`config.mk`:
```
export PLATFORM = sky130hd
export DESIGN_NAME = ttc_top
export DESIGN_NICKNAME = d
export VERILOG_FILES = /design/src/hw/ttc_pkg.sv /design/src/hw/ttc_pin_sync.sv /design/src/hw/ttc_top.sv
export SDC_FILE = /design/constraint.sdc
export NUM_CORES = 1
export LEC_CHECK = 0
export ABC_AREA = 1
export BUFFER_PORTS_ARGS = -buffer_cell sky130_fd_sc_hd__buf_4
export CORE_MARGIN = 2
export CORE_UTILIZATION = 44
export DETAILED_ROUTE_END_ITERATION = 7
export PLACE_DENSITY_LB_ADDON = 0.08
export SYNTH_ARGS = -nofsm -noshare
export SYNTH_HDL_FRONTEND = slang
export SYNTH_SLANG_ARGS = --single-unit
```
`constraint.sdc`:
```
create_clock -name clk -period 1.2 [get_ports clk]
set_input_delay 0 -clock clk [delete_from_list [all_inputs] [get_ports clk]]
set_output_delay 0 -clock clk [all_outputs]
set_load 0.01 [all_outputs]
```
`src/hw/ttc_pkg.sv`:
```
// Package: constants and carrier types for the thermal clock throttle block.
// Assumes a 20 MHz core clock; all counts are in cycles of that clock.
package ttc_pkg;
	localparam int CLK_HZ = 20_000_000;
	// Longest clock-off interval in automatic throttling, in nanoseconds
	localparam int OFF_MAX_NS = 3000;
	localparam int OFF_MAX_CYC = (OFF_MAX_NS * (CLK_HZ / 1_000_000)) / 1000;
	// Modulation period is split into eighths
	localparam int EIGHTH_CYC = OFF_MAX_CYC / 8;
	localparam logic [3:0] PERIOD_STEPS = 4'h8;
	// Factory clock-on eighths for automatic throttling (4/8 = 50 percent)
	localparam logic [2:0] FACTORY_ON_EIGHTHS = 3'h4;
	// Hysteresis hold after the sensor drops, in nanoseconds
	localparam int HYST_NS = 10_000;
	localparam int HYST_CYC = (HYST_NS * (CLK_HZ / 1_000_000)) / 1000;
	// Control register field layout
	localparam int CMC_WIDTH = 5;
	localparam int CMC_EN_BIT = 4;
	localparam int CMC_DUTY_LSB = 1;
	localparam int CMC_DUTY_MSB = 3;
	localparam logic [4:0] CMC_RESET = 5'h00;

	typedef struct packed {
		logic tm_enable;
		logic hot_irq_en;
		logic cool_irq_en;
	} ttc_cfg_s;

	typedef struct packed {
		logic throttle_active;
		logic core_clk_en;
		logic irq_hot;
		logic irq_cool;
	} ttc_stat_s;

	typedef enum logic [1:0] {
		TTC_IDLE,
		TTC_AUTO,
		TTC_HYST
	} ttc_state_e;
endpackage

```
`src/hw/ttc_pin_sync.sv`:
```
// Three-stage synchroniser for an asynchronous pin level.
// Assumes the pin is sampled on clk; output updates when stages 2 and 3 agree.
`timescale 1ns/1ns
module ttc_pin_sync #(
	parameter logic RESET_VAL = 1'b1
) (
	input wire logic clk,
	input wire logic resetn,
	input wire logic pin,
	output logic level
);
	logic s1_ff;
	logic s2_ff;
	logic s3_ff;
	logic level_ff;
	wire agree = (s2_ff == s3_ff);

	always_ff @(posedge clk or negedge resetn) begin
		if (!resetn) begin
			s1_ff <= RESET_VAL;
			s2_ff <= RESET_VAL;
			s3_ff <= RESET_VAL;
			level_ff <= RESET_VAL;
		end else begin
			s1_ff <= pin;
			s2_ff <= s1_ff;
			s3_ff <= s2_ff;
			if (agree) begin
				level_ff <= s3_ff;
			end
		end
	end

	assign level = level_ff;
endmodule

```
`src/hw/ttc_top.sv`:
```
// Thermal clock throttle: auto throttling, software modulation, hot pin, trip.
// Assumes the die sensor flags are synchronous to clk and the core reads
// core_clk_en as its clock gate.
`timescale 1ns/1ns
// How it works
// Sensor at max temperature starts clock throttling
// Throttle threshold fixed, not software visible
// Snoops pass; interrupts held until clock on
// Automatic duty cycle fixed, never modifiable
// Clock-off stretch at most three microseconds
// Throttle ends after cool and hysteresis expiry
// Platform software keeps automatic throttling enabled
// Control bit 4 starts modulation immediately
// Bits 3:1 pick on-time in eighths
// Automatic duty overrides software duty when engaged
// Hot pin driven low at max temperature
// Throttle active whenever hot pin low, enabled
// Optional interrupts on hot assert, deassert
// External low on hot pin forces throttle
// Catastrophic heat: shut down, trip held low
// Trip independent of activity, no bus cycles
// Platform removes core supply on trip
// Hot pin input synchronised before use
// Hot pin is open-drain, drive low only
module ttc_top (
	input wire logic clk,
	input wire logic resetn,
	input wire logic sens_max_temp,
	input wire logic sens_trip_temp,
	input wire ttc_pkg::ttc_cfg_s cfg,
	input wire logic cmc_wr,
	input wire logic [ttc_pkg::CMC_WIDTH-1:0] cmc_wdata,
	output logic [ttc_pkg::CMC_WIDTH-1:0] cmc_rdata,
	input wire logic irq_req,
	input wire logic snoop_req,
	output logic snoop_ack,
	output logic irq_service,
	input wire logic hot_indicator_n_in,
	output logic hot_indicator_n_out,
	output logic hot_indicator_n_oe,
	output logic overheat_trip_n,
	output logic core_shutdown,
	output ttc_pkg::ttc_stat_s stat
);
	import ttc_pkg::*;

	logic [CMC_WIDTH-1:0] cmc_ff;
	ttc_state_e state_ff, nxt_state;
	logic [15:0] hyst_ff;
	logic [15:0] sub_ff;
	logic [3:0] step_ff;
	logic trip_ff;
	logic irq_pend_ff;
	logic hot_prev_ff;
	logic irq_hot_ff;
	logic irq_cool_ff;
	logic clk_en_ff;
	logic ext_level;

	// Synchronised pin level; low means someone holds the wire down
	ttc_pin_sync #(.RESET_VAL(1'b1)) u_hot_sync (
		.clk(clk),
		.resetn(resetn),
		.pin(hot_indicator_n_in),
		.level(ext_level)
	);

	// Threshold lives in the sensor; no register exposes it
	wire own_hot = sens_max_temp;
	wire hot_any = own_hot | ~ext_level;
	wire auto_on = cfg.tm_enable & (state_ff != TTC_IDLE);
	wire sw_on = cmc_ff[CMC_EN_BIT];
	wire [2:0] sw_duty = cmc_ff[CMC_DUTY_MSB:CMC_DUTY_LSB];
	// Duty 000 is reserved; treat as the finest step so clocks still run
	wire [2:0] sw_eighths = (sw_duty == 3'h0) ? 3'h1 : sw_duty;
	wire [2:0] on_eighths = auto_on ?
		FACTORY_ON_EIGHTHS : sw_eighths;
	wire modulating = (auto_on | sw_on) & ~trip_ff;
	wire step_end = (sub_ff == 16'(EIGHTH_CYC - 1));
	wire period_end = step_end & (step_ff == PERIOD_STEPS - 4'h1);
	wire on_phase = (step_ff < {1'b0, on_eighths});
	wire nxt_clk_en = ~trip_ff & (~modulating | on_phase);
	wire hyst_done = (hyst_ff == 16'(HYST_CYC - 1));

	always_comb begin
		nxt_state = state_ff;
		case (state_ff)
			TTC_IDLE: if (hot_any) nxt_state = TTC_AUTO;
			TTC_AUTO: if (!hot_any) nxt_state = TTC_HYST;
			TTC_HYST: begin
				if (hot_any) nxt_state = TTC_AUTO;
				else if (hyst_done) nxt_state = TTC_IDLE;
			end
			default: nxt_state = TTC_IDLE;
		endcase
	end

	always_ff @(posedge clk or negedge resetn) begin
		if (!resetn) begin
			state_ff <= TTC_IDLE;
			hyst_ff <= 16'h0000;
		end else begin
			state_ff <= nxt_state;
			hyst_ff <= (state_ff == TTC_HYST && !hyst_done) ?
				hyst_ff + 16'h0001 : 16'h0000;
		end
	end

	// One period spans eight eighths, so off time never passes the limit
	always_ff @(posedge clk or negedge resetn) begin
		if (!resetn) begin
			sub_ff <= 16'h0000;
			step_ff <= 4'h0;
		end else if (!modulating) begin
			sub_ff <= 16'h0000;
			step_ff <= 4'h0;
		end else begin
			sub_ff <= step_end ? 16'h0000 : sub_ff + 16'h0001;
			if (period_end) step_ff <= 4'h0;
			else if (step_end) step_ff <= step_ff + 4'h1;
		end
	end

	always_ff @(posedge clk or negedge resetn) begin
		if (!resetn) begin
			clk_en_ff <= 1'b1;
			cmc_ff <= CMC_RESET;
		end else begin
			clk_en_ff <= nxt_clk_en;
			if (cmc_wr) cmc_ff <= cmc_wdata;
		end
	end

	// Trip latches until reset; the supply is expected to go away
	always_ff @(posedge clk or negedge resetn) begin
		if (!resetn) trip_ff <= 1'b0;
		else if (sens_trip_temp) trip_ff <= 1'b1;
	end

	// Interrupt held while clocks are off, released when they return
	wire irq_take = clk_en_ff & (irq_pend_ff | irq_req);
	always_ff @(posedge clk or negedge resetn) begin
		if (!resetn) irq_pend_ff <= 1'b0;
		else irq_pend_ff <= (irq_pend_ff | irq_req) & ~clk_en_ff;
	end

	// Edge events on the combined hot level; one-cycle pulses
	always_ff @(posedge clk or negedge resetn) begin
		if (!resetn) begin
			hot_prev_ff <= 1'b0;
			irq_hot_ff <= 1'b0;
			irq_cool_ff <= 1'b0;
		end else begin
			hot_prev_ff <= hot_any;
			irq_hot_ff <= cfg.hot_irq_en & hot_any & ~hot_prev_ff;
			irq_cool_ff <= cfg.cool_irq_en & ~hot_any & hot_prev_ff;
		end
	end

	assign cmc_rdata = cmc_ff;
	assign snoop_ack = snoop_req & ~trip_ff;
	assign irq_service = irq_take;
	assign hot_indicator_n_out = 1'b0;
	assign hot_indicator_n_oe = own_hot;
	assign overheat_trip_n = ~trip_ff;
	assign core_shutdown = trip_ff;
	assign stat.throttle_active = auto_on | sw_on;
	assign stat.core_clk_en = clk_en_ff;
	assign stat.irq_hot = irq_hot_ff;
	assign stat.irq_cool = irq_cool_ff;

	a_trip_sticky: assert property (
		@(posedge clk) disable iff (!resetn)
		!overheat_trip_n |=> !overheat_trip_n)
		else $error("trip output released");
	// Clock gate is registered, so it drops one cycle after the trip output
	a_trip_follows: assert property (
		@(posedge clk) disable iff (!resetn)
		sens_trip_temp |=> !overheat_trip_n ##1 !stat.core_clk_en)
		else $error("trip not taken");
	a_trip_gate: assert property (
		@(posedge clk) disable iff (!resetn)
		trip_ff |=> !stat.core_clk_en)
		else $error("core clock runs after trip");
	a_hot_drive: assert property (
		@(posedge clk) disable iff (!resetn)
		sens_max_temp |-> hot_indicator_n_oe && !hot_indicator_n_out)
		else $error("hot pin not driven low");
	a_auto_start: assert property (
		@(posedge clk) disable iff (!resetn)
		(sens_max_temp && cfg.tm_enable && !trip_ff) |=> auto_on)
		else $error("auto throttle not engaged");
	a_ext_force: assert property (
		@(posedge clk) disable iff (!resetn)
		(!ext_level && cfg.tm_enable) |=> auto_on)
		else $error("external hot ignored");
	a_hyst_hold: assert property (
		@(posedge clk) disable iff (!resetn)
		($fell(hot_any) && state_ff == TTC_AUTO) |=> state_ff != TTC_IDLE)
		else $error("throttle ended without hysteresis");
	a_hyst_full: assert property (
		@(posedge clk) disable iff (!resetn)
		(state_ff == TTC_HYST && !hyst_done) |=> state_ff != TTC_IDLE)
		else $error("hysteresis cut short");
	a_sw_start: assert property (
		@(posedge clk) disable iff (!resetn)
		(cmc_wr && cmc_wdata[CMC_EN_BIT]) |=> sw_on)
		else $error("software modulation not started");
	a_irq_held: assert property (
		@(posedge clk) disable iff (!resetn)
		(irq_req && !clk_en_ff) |-> !irq_service ##1 irq_pend_ff)
		else $error("interrupt lost while clocks off");
	a_snoop_pass: assert property (
		@(posedge clk) disable iff (!resetn)
		(snoop_req && !trip_ff) |-> snoop_ack)
		else $error("snoop blocked while running");
	// A trip may freeze the gate low for good, so it ends the check
	a_off_bound: assert property (
		@(posedge clk) disable iff (!resetn || trip_ff)
		(modulating && $fell(clk_en_ff)) |-> ##[1:60] clk_en_ff)
		else $error("clock off too long");
	a_auto_duty: assert property (
		@(posedge clk) disable iff (!resetn)
		(auto_on && !trip_ff) |=> stat.core_clk_en ==
			($past(step_ff) < {1'b0, FACTORY_ON_EIGHTHS}))
		else $error("auto duty overridden");
	a_sw_duty: assert property (
		@(posedge clk) disable iff (!resetn)
		(sw_on && !auto_on && !trip_ff) |=> stat.core_clk_en ==
			($past(step_ff) < {1'b0, $past(sw_eighths)}))
		else $error("software duty not applied");
endmodule

```
# Word-level counts from Yosys, hierarchy flattened
# Cells that the tools add are included.
# totals
out_inout_bits	15
in_bits	16
regBits	53
wordCells	69
# classes
mux	13
bitwise	21
magnitude_cmp	1
n_eq_ne	10
reduce_logical	6
n_addsub	3
# ops
operator	n
two-way mux 16 bit	3
adder 16 x 1 -> 16 bit (second input constant)	2
equality test 16 x 3 -> 1 bit (second input constant)	1
equality test 16 x 8 -> 1 bit (second input constant)	1
two-way mux 4 bit	3
AND 1 bit	11
two-way mux 2 bit	4
two-way mux 3 bit	2
inverter 1 bit	6
one-hot mux 2 bit (3 select lines)	1
adder 4 x 1 -> 4 bit (second input constant)	1
equality test 4 x 3 -> 1 bit (second input constant)	1
< comparator 4 x 3 -> 1 bit	1
inequality test 2 bit (second input constant)	2
OR 1 bit	4
logical NOT 3 bit	1
inequality test 3 x 1 -> 1 bit (second input constant)	1
inequality test 3 bit (second input constant)	1
AND reduction 3 bit	1
equality test 2 x 1 -> 1 bit (second input constant)	1
equality test 2 bit (second input constant)	1
logical NOT 2 bit	1
nonzero test 2 bit	1
equality test 1 bit	1
2 further kinds	2

# Logic depth before layout (Yosys ltp)
# Gate-level depths: netlist (run 1).
# logic_depth
ltp_word	7
ltp_mapped	9
ltp_nobuf	9

# Hierarchy
# Synthesis (run 1) repeated with hierarchy kept, for this count alone.
# hier_totals
hier_cells	301
hier_area_um2	2676.3
# by_module_without_submodules
module	area_per_inst_um2	cells_per_inst	instances	seq_area_each_um2
ttc_top	2555.0	293	1	1227.4
ttc_pin_sync	121.4	8	1	105.1

# Least setup slack after synthesis (run 1)
# No wires, ideal clock.
# synth_path
path_kind	reg-to-reg
start	register hyst_ff[0]
end	register hyst_ff[9]
stages_incl_launch_ff	8
required_ns	1.080
n_path_buf	1
period_less_slack_ns	1.348
slack_ns	-0.148
t_arrival_ns	1.228
setup_ns	0.120
path_cell_list	dfrtp_1 -> ha_1 -> nand3_1 -> nor4_2 -> nand3_2 -> nand2_4 -> buf_12 -> nor2_1
# synth_between
elab_chain_cells	4
word_cells_on_any_way	5
classes_between	add/sub (1); eq/ne (1); mux (1); reduce/logical (2)
# synth_lines
element	line_no	source
start, declared	ttc_top.sv:49	logic [15:0] hyst_ff;
start signal, assigned	ttc_top.sv:104	hyst_ff <= (state_ff == TTC_HYST && !hyst_done) ?
parallel branches: the longest is 3 deep, another holds adder 16 x 1 -> 16 bit	n/a	
two-way mux 16 bit *	ttc_top.sv:104	
# Mark *: on every way between the ends.
# A chain may end at the register's enable or synchronous reset.

# Final worst setup path (run 1)
# layout_path
start	register hyst_ff[12]
end	register hyst_ff[15]
# The elaborated chain is that of the path after synthesis.

==> results.md, run 1 <==
* Post-synthesis simple-gate area fraction at between 20% and 30%
* Stages on worst setup path at 4
* Initial antenna violation count at 0
* Post-layout util at between 60% and 70%
* Synth Area in Adders at 3.158%
* Buffers on Ports at 29
* DIE AREA at between 0.006 and 0.007 sq mm
* Critical Path AT at between 1.5 and 2 ns
* CP cell instances: nor4_1, nand3_4, nand2_8, nor2_1
* CP max FO at 8
* Maxcap violations at 0
* Combinational Power Share at 9.6%
* Top post-synthesis cells by area: dfrtp_1 45%, nor2_1 6.8%, nand2_1 6.5%
* Longest Clk Path Bufs at 2
* DR vias/cell at around 4.7
* Worst-path clk slew at 0.10 ns
* DIE HEIGHT at around 80 um
* Async set-reset flop share out of synthesis at 100.0%
* Post-synthesis mux area share at under 10%
* # DRC at 0
* Critical path endpoint category: flop
* Net Count, Synth at between 300 and 400
* Crit-path max cell delay at between 0.4 and 0.5 ns
* Setup CP Type: reg -> reg
* Grt ovf at 0
* Synth Flop Type: dfrtp_1
* Routed Antenna Nets at 0
* Synth cell count leaders: 49 x nor2_1, 48 x dfrtp_1, 47 x nand2_1
* Worst reg2reg path endpoint: hyst_ff[15]
* Worst r2r src: hyst_ff[12]
* CP Buf/Inv Count at 0
* DRT Pass-1 Iters at 4
* Setup TNS at -6.373 ns
* Post-DP Area at between 0.003 and 0.004 sq mm
* Most common cell in the netlist: nor2_1
* Core footprint at slightly below 0.006 sq mm
* Root buffer cell: clkbuf_8
* Switch Pwr at between 800 and 900 uW
* Reg power frac at between 50% and 60%
* Synth area leader: dfrtp_1
* Drt wl/cell at ~13 um
* Distinct cells, synth at 36
* Max-slew violations at 0
* Register bit total from synthesis at 53
* First-pass GRT wire length at ~10000 um
* Highest Clock Rate at 701.7 MHz
* Post-synth EDFFs at 0
* N_diodes at 0
* Mapped cell area at approximately 0.0027 sq mm
* Clk_lat worst skew at 0.32 ns
* DRT iter0 DRCs at 88
* Clock power share at ~37%
* Synth top area share at approximately 45%
* Delay-heaviest family, CP: simple AND/OR/NAND/NOR gates
* Row count at 28
* Crit path capture: hyst_ff[15]
* Setup Skew at 0.01097 ns
* CP Launch Point: hyst_ff[12]
* Sw Ratio at around a quarter
* Gr usage total at between 15 and 20%
* IO Pins at 31
* Mean Syn Cell Area at 8.979 sq um
* Post-synthesis sequential area ratio at 49.47%
* Vias in the first global route at 2222
* DP Wirelength at 4086 um
* Vias post-DR at 2256
* Tmin final at about 1.4 ns
* Final Hold Violating Endpoints at 0
* Fin crit share at 118.8%
* Final Wtd Congestion at around 0.8
* Complex-gate fraction of the synthesized area at about 3.3%
* CTS tree: done
* Unrepaired setup endpoints after global routing: true
* Critical-path top delay cell: nor4_1
* Setup violators final at 38
* Leakage at between 1.5 and 2 nW
* CTS Buf Count at 5
* Power Internal at about 2.6 mW
* P&R area growth vs syn at 47.00%
* Final Cell Area at approximately 0.0040 sq mm
* Worst Path Required at approximately 1.4 ns
* Reg2Reg Depth at 4
* XOR/XNOR share of the synthesized area at 6.503%
* Post-Place Worst Slack at -0.2163 ns
* Setup ws final at -0.2251 ns
* Total Wirelength at approximately 6000 um
* PwrDens at around 900 mW/mm^2
* Largest net degree at the start of global routing at 31
* Max H-tree Level at 2
* Status: finished, violations left
* Die X at approximately 80 um
* Nets at around 420
* Layout cell share with drive strength beyond 1 at approximately 44%
* Worst hold path type: in -> async
* Maximum VDD drop at between 0.9 and 1 mV
* R2R setup slack at -0.23 ns
* Violated checks: setup timing
* Largest family of logic cells by synthesized area: simple AND/OR/NAND/NOR gates
* Synth warn at 0
* Critical path launch point type: flop
* Starting Density at a little under half
* Cells after Synth at 300
* Clock sink count at 53
[through the flow]
stage / hold slack [ns] / power [mW] / instances
after floorplan: -0.2956 / 2.003 / 300
after global placement: -0.06924 / 2.140 / 449
after detailed placement: -0.06447 / 2.147 / 449
after CTS: 0.1252 / 3.489 / 473
after global routing: 0.1591 / 3.643 / 476
final: 0.1197 / 3.482 / 476
[how the worst min path moves through the flow]
stage	startpoint	endpoint	slack [ns]
finish	resetn	hyst_ff[5]	0.12
CTS	resetn	sub_ff[8]	0.13
global route	resetn	sub_ff[8]	0.16
floorplan	resetn	cmc_rdata[0]	-0.30
detailed placement	resetn	hyst_ff[5]	-0.06
global placement	resetn	hyst_ff[5]	-0.07
[worst reg2reg max path: cells and delay by family, from the launching register on]
kind	cells	cell delay, ns
DFF	1	0.40
and+or+nand+nor	4	0.93
[placed cells by master, fill, tap and decap left out, types with 4 or more instances in the layout]
cell type      netlist  final
nand3_2              2      5
nand2_4              2      5
nor2_2              12     17
inv_1               33     30
nand4_1              8      8
clkbuf_8             0      5
dlygate4sd3_1        0     13
xor2_2               0      4
dfrtp_1             48     45
buf_6                0      5
o21ai_0              6      4
inv_2                4      7
xor2_1              18     14
nor2_4               2     11
buf_4                5     77
nor3_1               8      6
nand2_1             47     43
nor2_1              49     35
nand2_2              4      5
nand3_1             14      9
dfstp_2              5      5
[routing by layer]
metal | share of wire [%] | GRT usage (%) | routed length (um)
met5 | 0 | 0 | 0
met4 | 1.0 | 5.333 | 63
met3 | 3.7 | 4.783 | 224
met2 | 47 | 30.65 | 2891
met1 | 48 | 26.42 | 2920
[final cells by class]
class | instances | area, sq um
clock inverter | 3 | 50.05
clock buffer | 5 | 68.82
multi-input combinational | 203 | 1415
tap | 75 | 93.84
timing repair buffer | 100 | 857.1
inverter | 37 | 138.9
sequential | 53 | 1336
fill | 477 | 1961
[state kept, by name, indices dropped and copies added (netlist names)]
register and flops:
irq_cool_ff 1, u_hot_sync.s1_ff 1, irq_hot_ff 1, hyst_ff 16, u_hot_sync.level 1, clk_en_ff 1, cmc_rdata 5, core_shutdown 1
irq_pend_ff 1, sub_ff 16, hot_prev_ff 1, u_hot_sync.s3_ff 1, step_ff 4, u_hot_sync.s2_ff 1, state_ff 2
[cells by family after synthesis]
logic type / count (synthesis)
AOI/OAI and AO/OA: 14
other: 1
adders and majority gates: 7
buffers and inverters: 45
DFF: 53
and+or+nand+nor: 157
muxes: 3
xor gates and xnor gates: 20
[repair_timing]
item,in CTS,in global routing
hold buffers,15,0
hold endpoints to repair,61,0
gates resized for setup,21,39
setup buffers,1,3
pin swaps,10,15
cloned,0,2
endpoints found under the setup margin,39,42
[power groups by stage]
stage / logic, mW / clock network [mW] / registers [mW]
2_1_floorplan: 0.105 / 0 / 1.90
3_3_place_gp: 0.248 / 0 / 1.89
3_5_place_dp: 0.253 / 0 / 1.89
4_1_cts: 0.303 / 1.33 / 1.86
5_1_grt: 0.373 / 1.40 / 1.87
6_report: 0.333 / 1.29 / 1.86
(Power assumes the default switching activity.)
==> inputs of run 2 (changes only) <==
CORE_UTILIZATION = 50   (was 44)
==> results.md, run 2 (same netlist as run 1, synthesis figures left out) <==
* Starting Density at 52.41% (was 45.50%)
* IO Pins at 31 (unchanged)
* DP Wirelength at 3941 um (was 4086 um)
* PwrDens at 881.7 mW/mm^2 (was 879.2 mW/mm^2)
* Setup violators final at 39 (was 38)
* Unrepaired setup endpoints after global routing: true (unchanged)
* # DRC at 0 (unchanged)
* Die X at 77.40 um (was 82.25 um)
* Worst-path clk slew at 0.10 ns (about the same)
* Root buffer cell: clkbuf_8 (unchanged)
* Commonest non-fill, non-tap cell in the layout: buf_4 (unchanged)
* Routed Antenna Nets at 0 (unchanged)
* Leakage at 1.968 nW (was 1.791 nW)
* Violated checks: setup timing (unchanged)
* Max H-tree Level at 2 (unchanged)
* Fin crit share at 122.0% (was 118.8%)
* Power Total at 3.669 mW (was 3.482 mW)
* DRT Pass-1 Iters at 4 (unchanged)
* Total Wirelength at 6943 um (was 6099 um)
* Critical Path AT at 1.71 ns (was 1.64 ns)
* Critical path launch point type: flop (unchanged)
* Placed cell count at 449 (unchanged)
* Worst hold path type: in -> async (unchanged)
* Row count at 26 (was 28)
* Clk_lat worst skew at 0.32 ns (about the same)
* Maximum VDD drop at 0.8655 mV (was 0.9045 mV)
* Sw Ratio at 22.28% (was 24.12%)
* P&R area growth vs syn at 54.48% (was 47.00%)
* Fill cell count at 330 (was 477)
* Maxcap violations at 0 (unchanged)
* Longest Clk Path Bufs at 2 (unchanged)
* Status: finished, violations left (unchanged)
* Power Internal at 2.852 mW (was 2.642 mW)
* First-pass GRT wire length at 11190 um (was 9963 um)
* CP max FO at 3 (was 8)
* Setup Skew at 0.008782 ns (was 0.01097 ns)
* Setup ws final at -0.2641 ns (was -0.2251 ns)
* Buffers on Ports at 29 (unchanged)
* Worst Path Required at 1.45 ns (was 1.41 ns)
* Switch Pwr at 817.4 uW (was 839.6 uW)
* Core footprint at 0.005140 sq mm (was 0.005921 sq mm)
* CP cell instances: ha_2, nand2_4, nor2_4, nand2_2, nor2_4, nand3_2, nand2_1, nand2_1, nor2_1 (was nor4_1, nand3_4, nand2_8, nor2_1)
* Grt ovf at 0 (unchanged)
* Initial antenna violation count at 0 (unchanged)
* Vias post-DR at 2381 (was 2256)
* Max-slew violations at 0 (unchanged)
* Clock power share at 39.9% (was 36.9%)
* CTS tree: done (unchanged)
* Most frequent cells in the layout: 83 x buf_4, 44 x dfrtp_1, 37 x nor2_1 (was 77 x buf_4, 45 x dfrtp_1, 43 x nand2_1)
* Fin cells at 487 (was 476)
* Critical-path top delay cell: dfrtp_1 (was nor4_1)
* DRT iter0 DRCs at 81 (was 88)
* Gr usage total at 23.58% (was 19.34%)
* Crit-path max cell delay at 0.38 ns (was 0.44 ns)
* DIE AREA at 0.005991 sq mm (was 0.006764 sq mm)
* Tmin final at 1.464 ns (was 1.425 ns)
* DR vias/cell at 4.889 (was 4.739)
* Setup CP Type: reg -> reg (unchanged)
* Clock sink count at 53 (unchanged)
* Final Wtd Congestion at 0.8528 (was 0.7987)
* Drt wl/cell at 14.26 um (was 12.81 um)
* Highest Clock Rate at 683.0 MHz (was 701.7 MHz)
* Reg power frac at 50.8% (was 53.5%)
* Footprint of the multi-input gates at 0.001459 sq mm (was 0.001415 sq mm)
* Final Hold Violating Endpoints at 0 (unchanged)
* N_diodes at 0 (unchanged)
* Area taken by flip-flops and latches at 0.001338 sq mm (was 0.001336 sq mm)
* CTS Buf Count at 5 (unchanged)
* Vias in the first global route at 2501 (was 2222)
* DIE HEIGHT at 77.40 um (was 82.25 um)
* Nets at 438 (was 422)
* Layout cell share with drive strength beyond 1 at 49.40% (was 44.39%)
* Largest net degree at the start of global routing at 29 (was 31)
* Combinational Power Share at 9.3% (was 9.6%)
* Critical path endpoint category: flop (unchanged)
## run 2: what timing repair did
action / CTS / global route
gates cloned: 1 / 0
pin swaps: 29 / 20
setup buffers: 12 / 6
hold endpoints to repair: 59 / 0
resized for setup: 61 / 35
endpoints found under the setup margin: 39 / 40
hold buffers: 15 / 0
## run 2: final cells by class
type,count,share of cell area (%)
multi-input combinational,202,35.06
sequential,53,32.14
timing repair buffer,117,23.93
inverter,37,3.458
tap,70,2.105
clock buffer,5,1.654
clock inverter,3,1.654
## run 2: path summary, 6_finish.rpt
check,start,endpoint,slack (ns),cells past startpoint
worst max-delay path,sub_ff[0],sub_ff[14],-0.26,9
worst min-delay path,resetn,hyst_ff[10],0.13,2
worst max register to register,sub_ff[0],sub_ff[14],-0.26,9
worst min register to register,u_hot_sync.s1_ff,u_hot_sync.s2_ff,0.36,0
max in group asynchronous,resetn,clk_en_ff,0.54,3
min in group clk,snoop_req,snoop_ack,0.30,4
## run 2: metrics by stage
step | TNS, ns | util [%] | setup WS, ns | area (sq um) | hold slack [ns]
after floorplan | -1.772 | - | -0.1391 | 2719 | -0.2956
after global placement | -4.980 | 66.26 | -0.1995 | 3406 | -0.06412
after detailed placement | -5.675 | 66.26 | -0.2288 | 3406 | -0.06346
after CTS | -6.114 | 78.38 | -0.2130 | 4029 | 0.1419
after global routing | -9.450 | 80.96 | -0.3648 | 4161 | 0.1585
final | -5.684 | 80.96 | -0.2641 | 4161 | 0.1263
## run 2: power by group through the flow
stage | Combinational [mW] | Clock (mW) | Sequential, mW
after global routing | 0.373 | 1.56 | 1.87
after detailed placement | 0.253 | 0 | 1.89
final | 0.341 | 1.47 | 1.86
after global placement | 0.248 | 0 | 1.89
after floorplan | 0.105 | 0 | 1.90
after CTS | 0.322 | 1.49 | 1.86
## run 2: per-layer routing
layer / track usage (%) / up-vias / wire length, um
met5: 0 / - / 0
met4: 9.107 / 0 / 115
li1: - / 1174 / -
met2: 42.17 / 53 / 3731
met1: 27.95 / 1141 / 2861
met3: 4.535 / 13 / 235
## run 2: worst max-delay path, delay by kind of cell, from the launching register on
family / cells / cell delay, ns
simple gates: 8 / 0.80
flops: 1 / 0.38
fa+ha+maj: 1 / 0.21
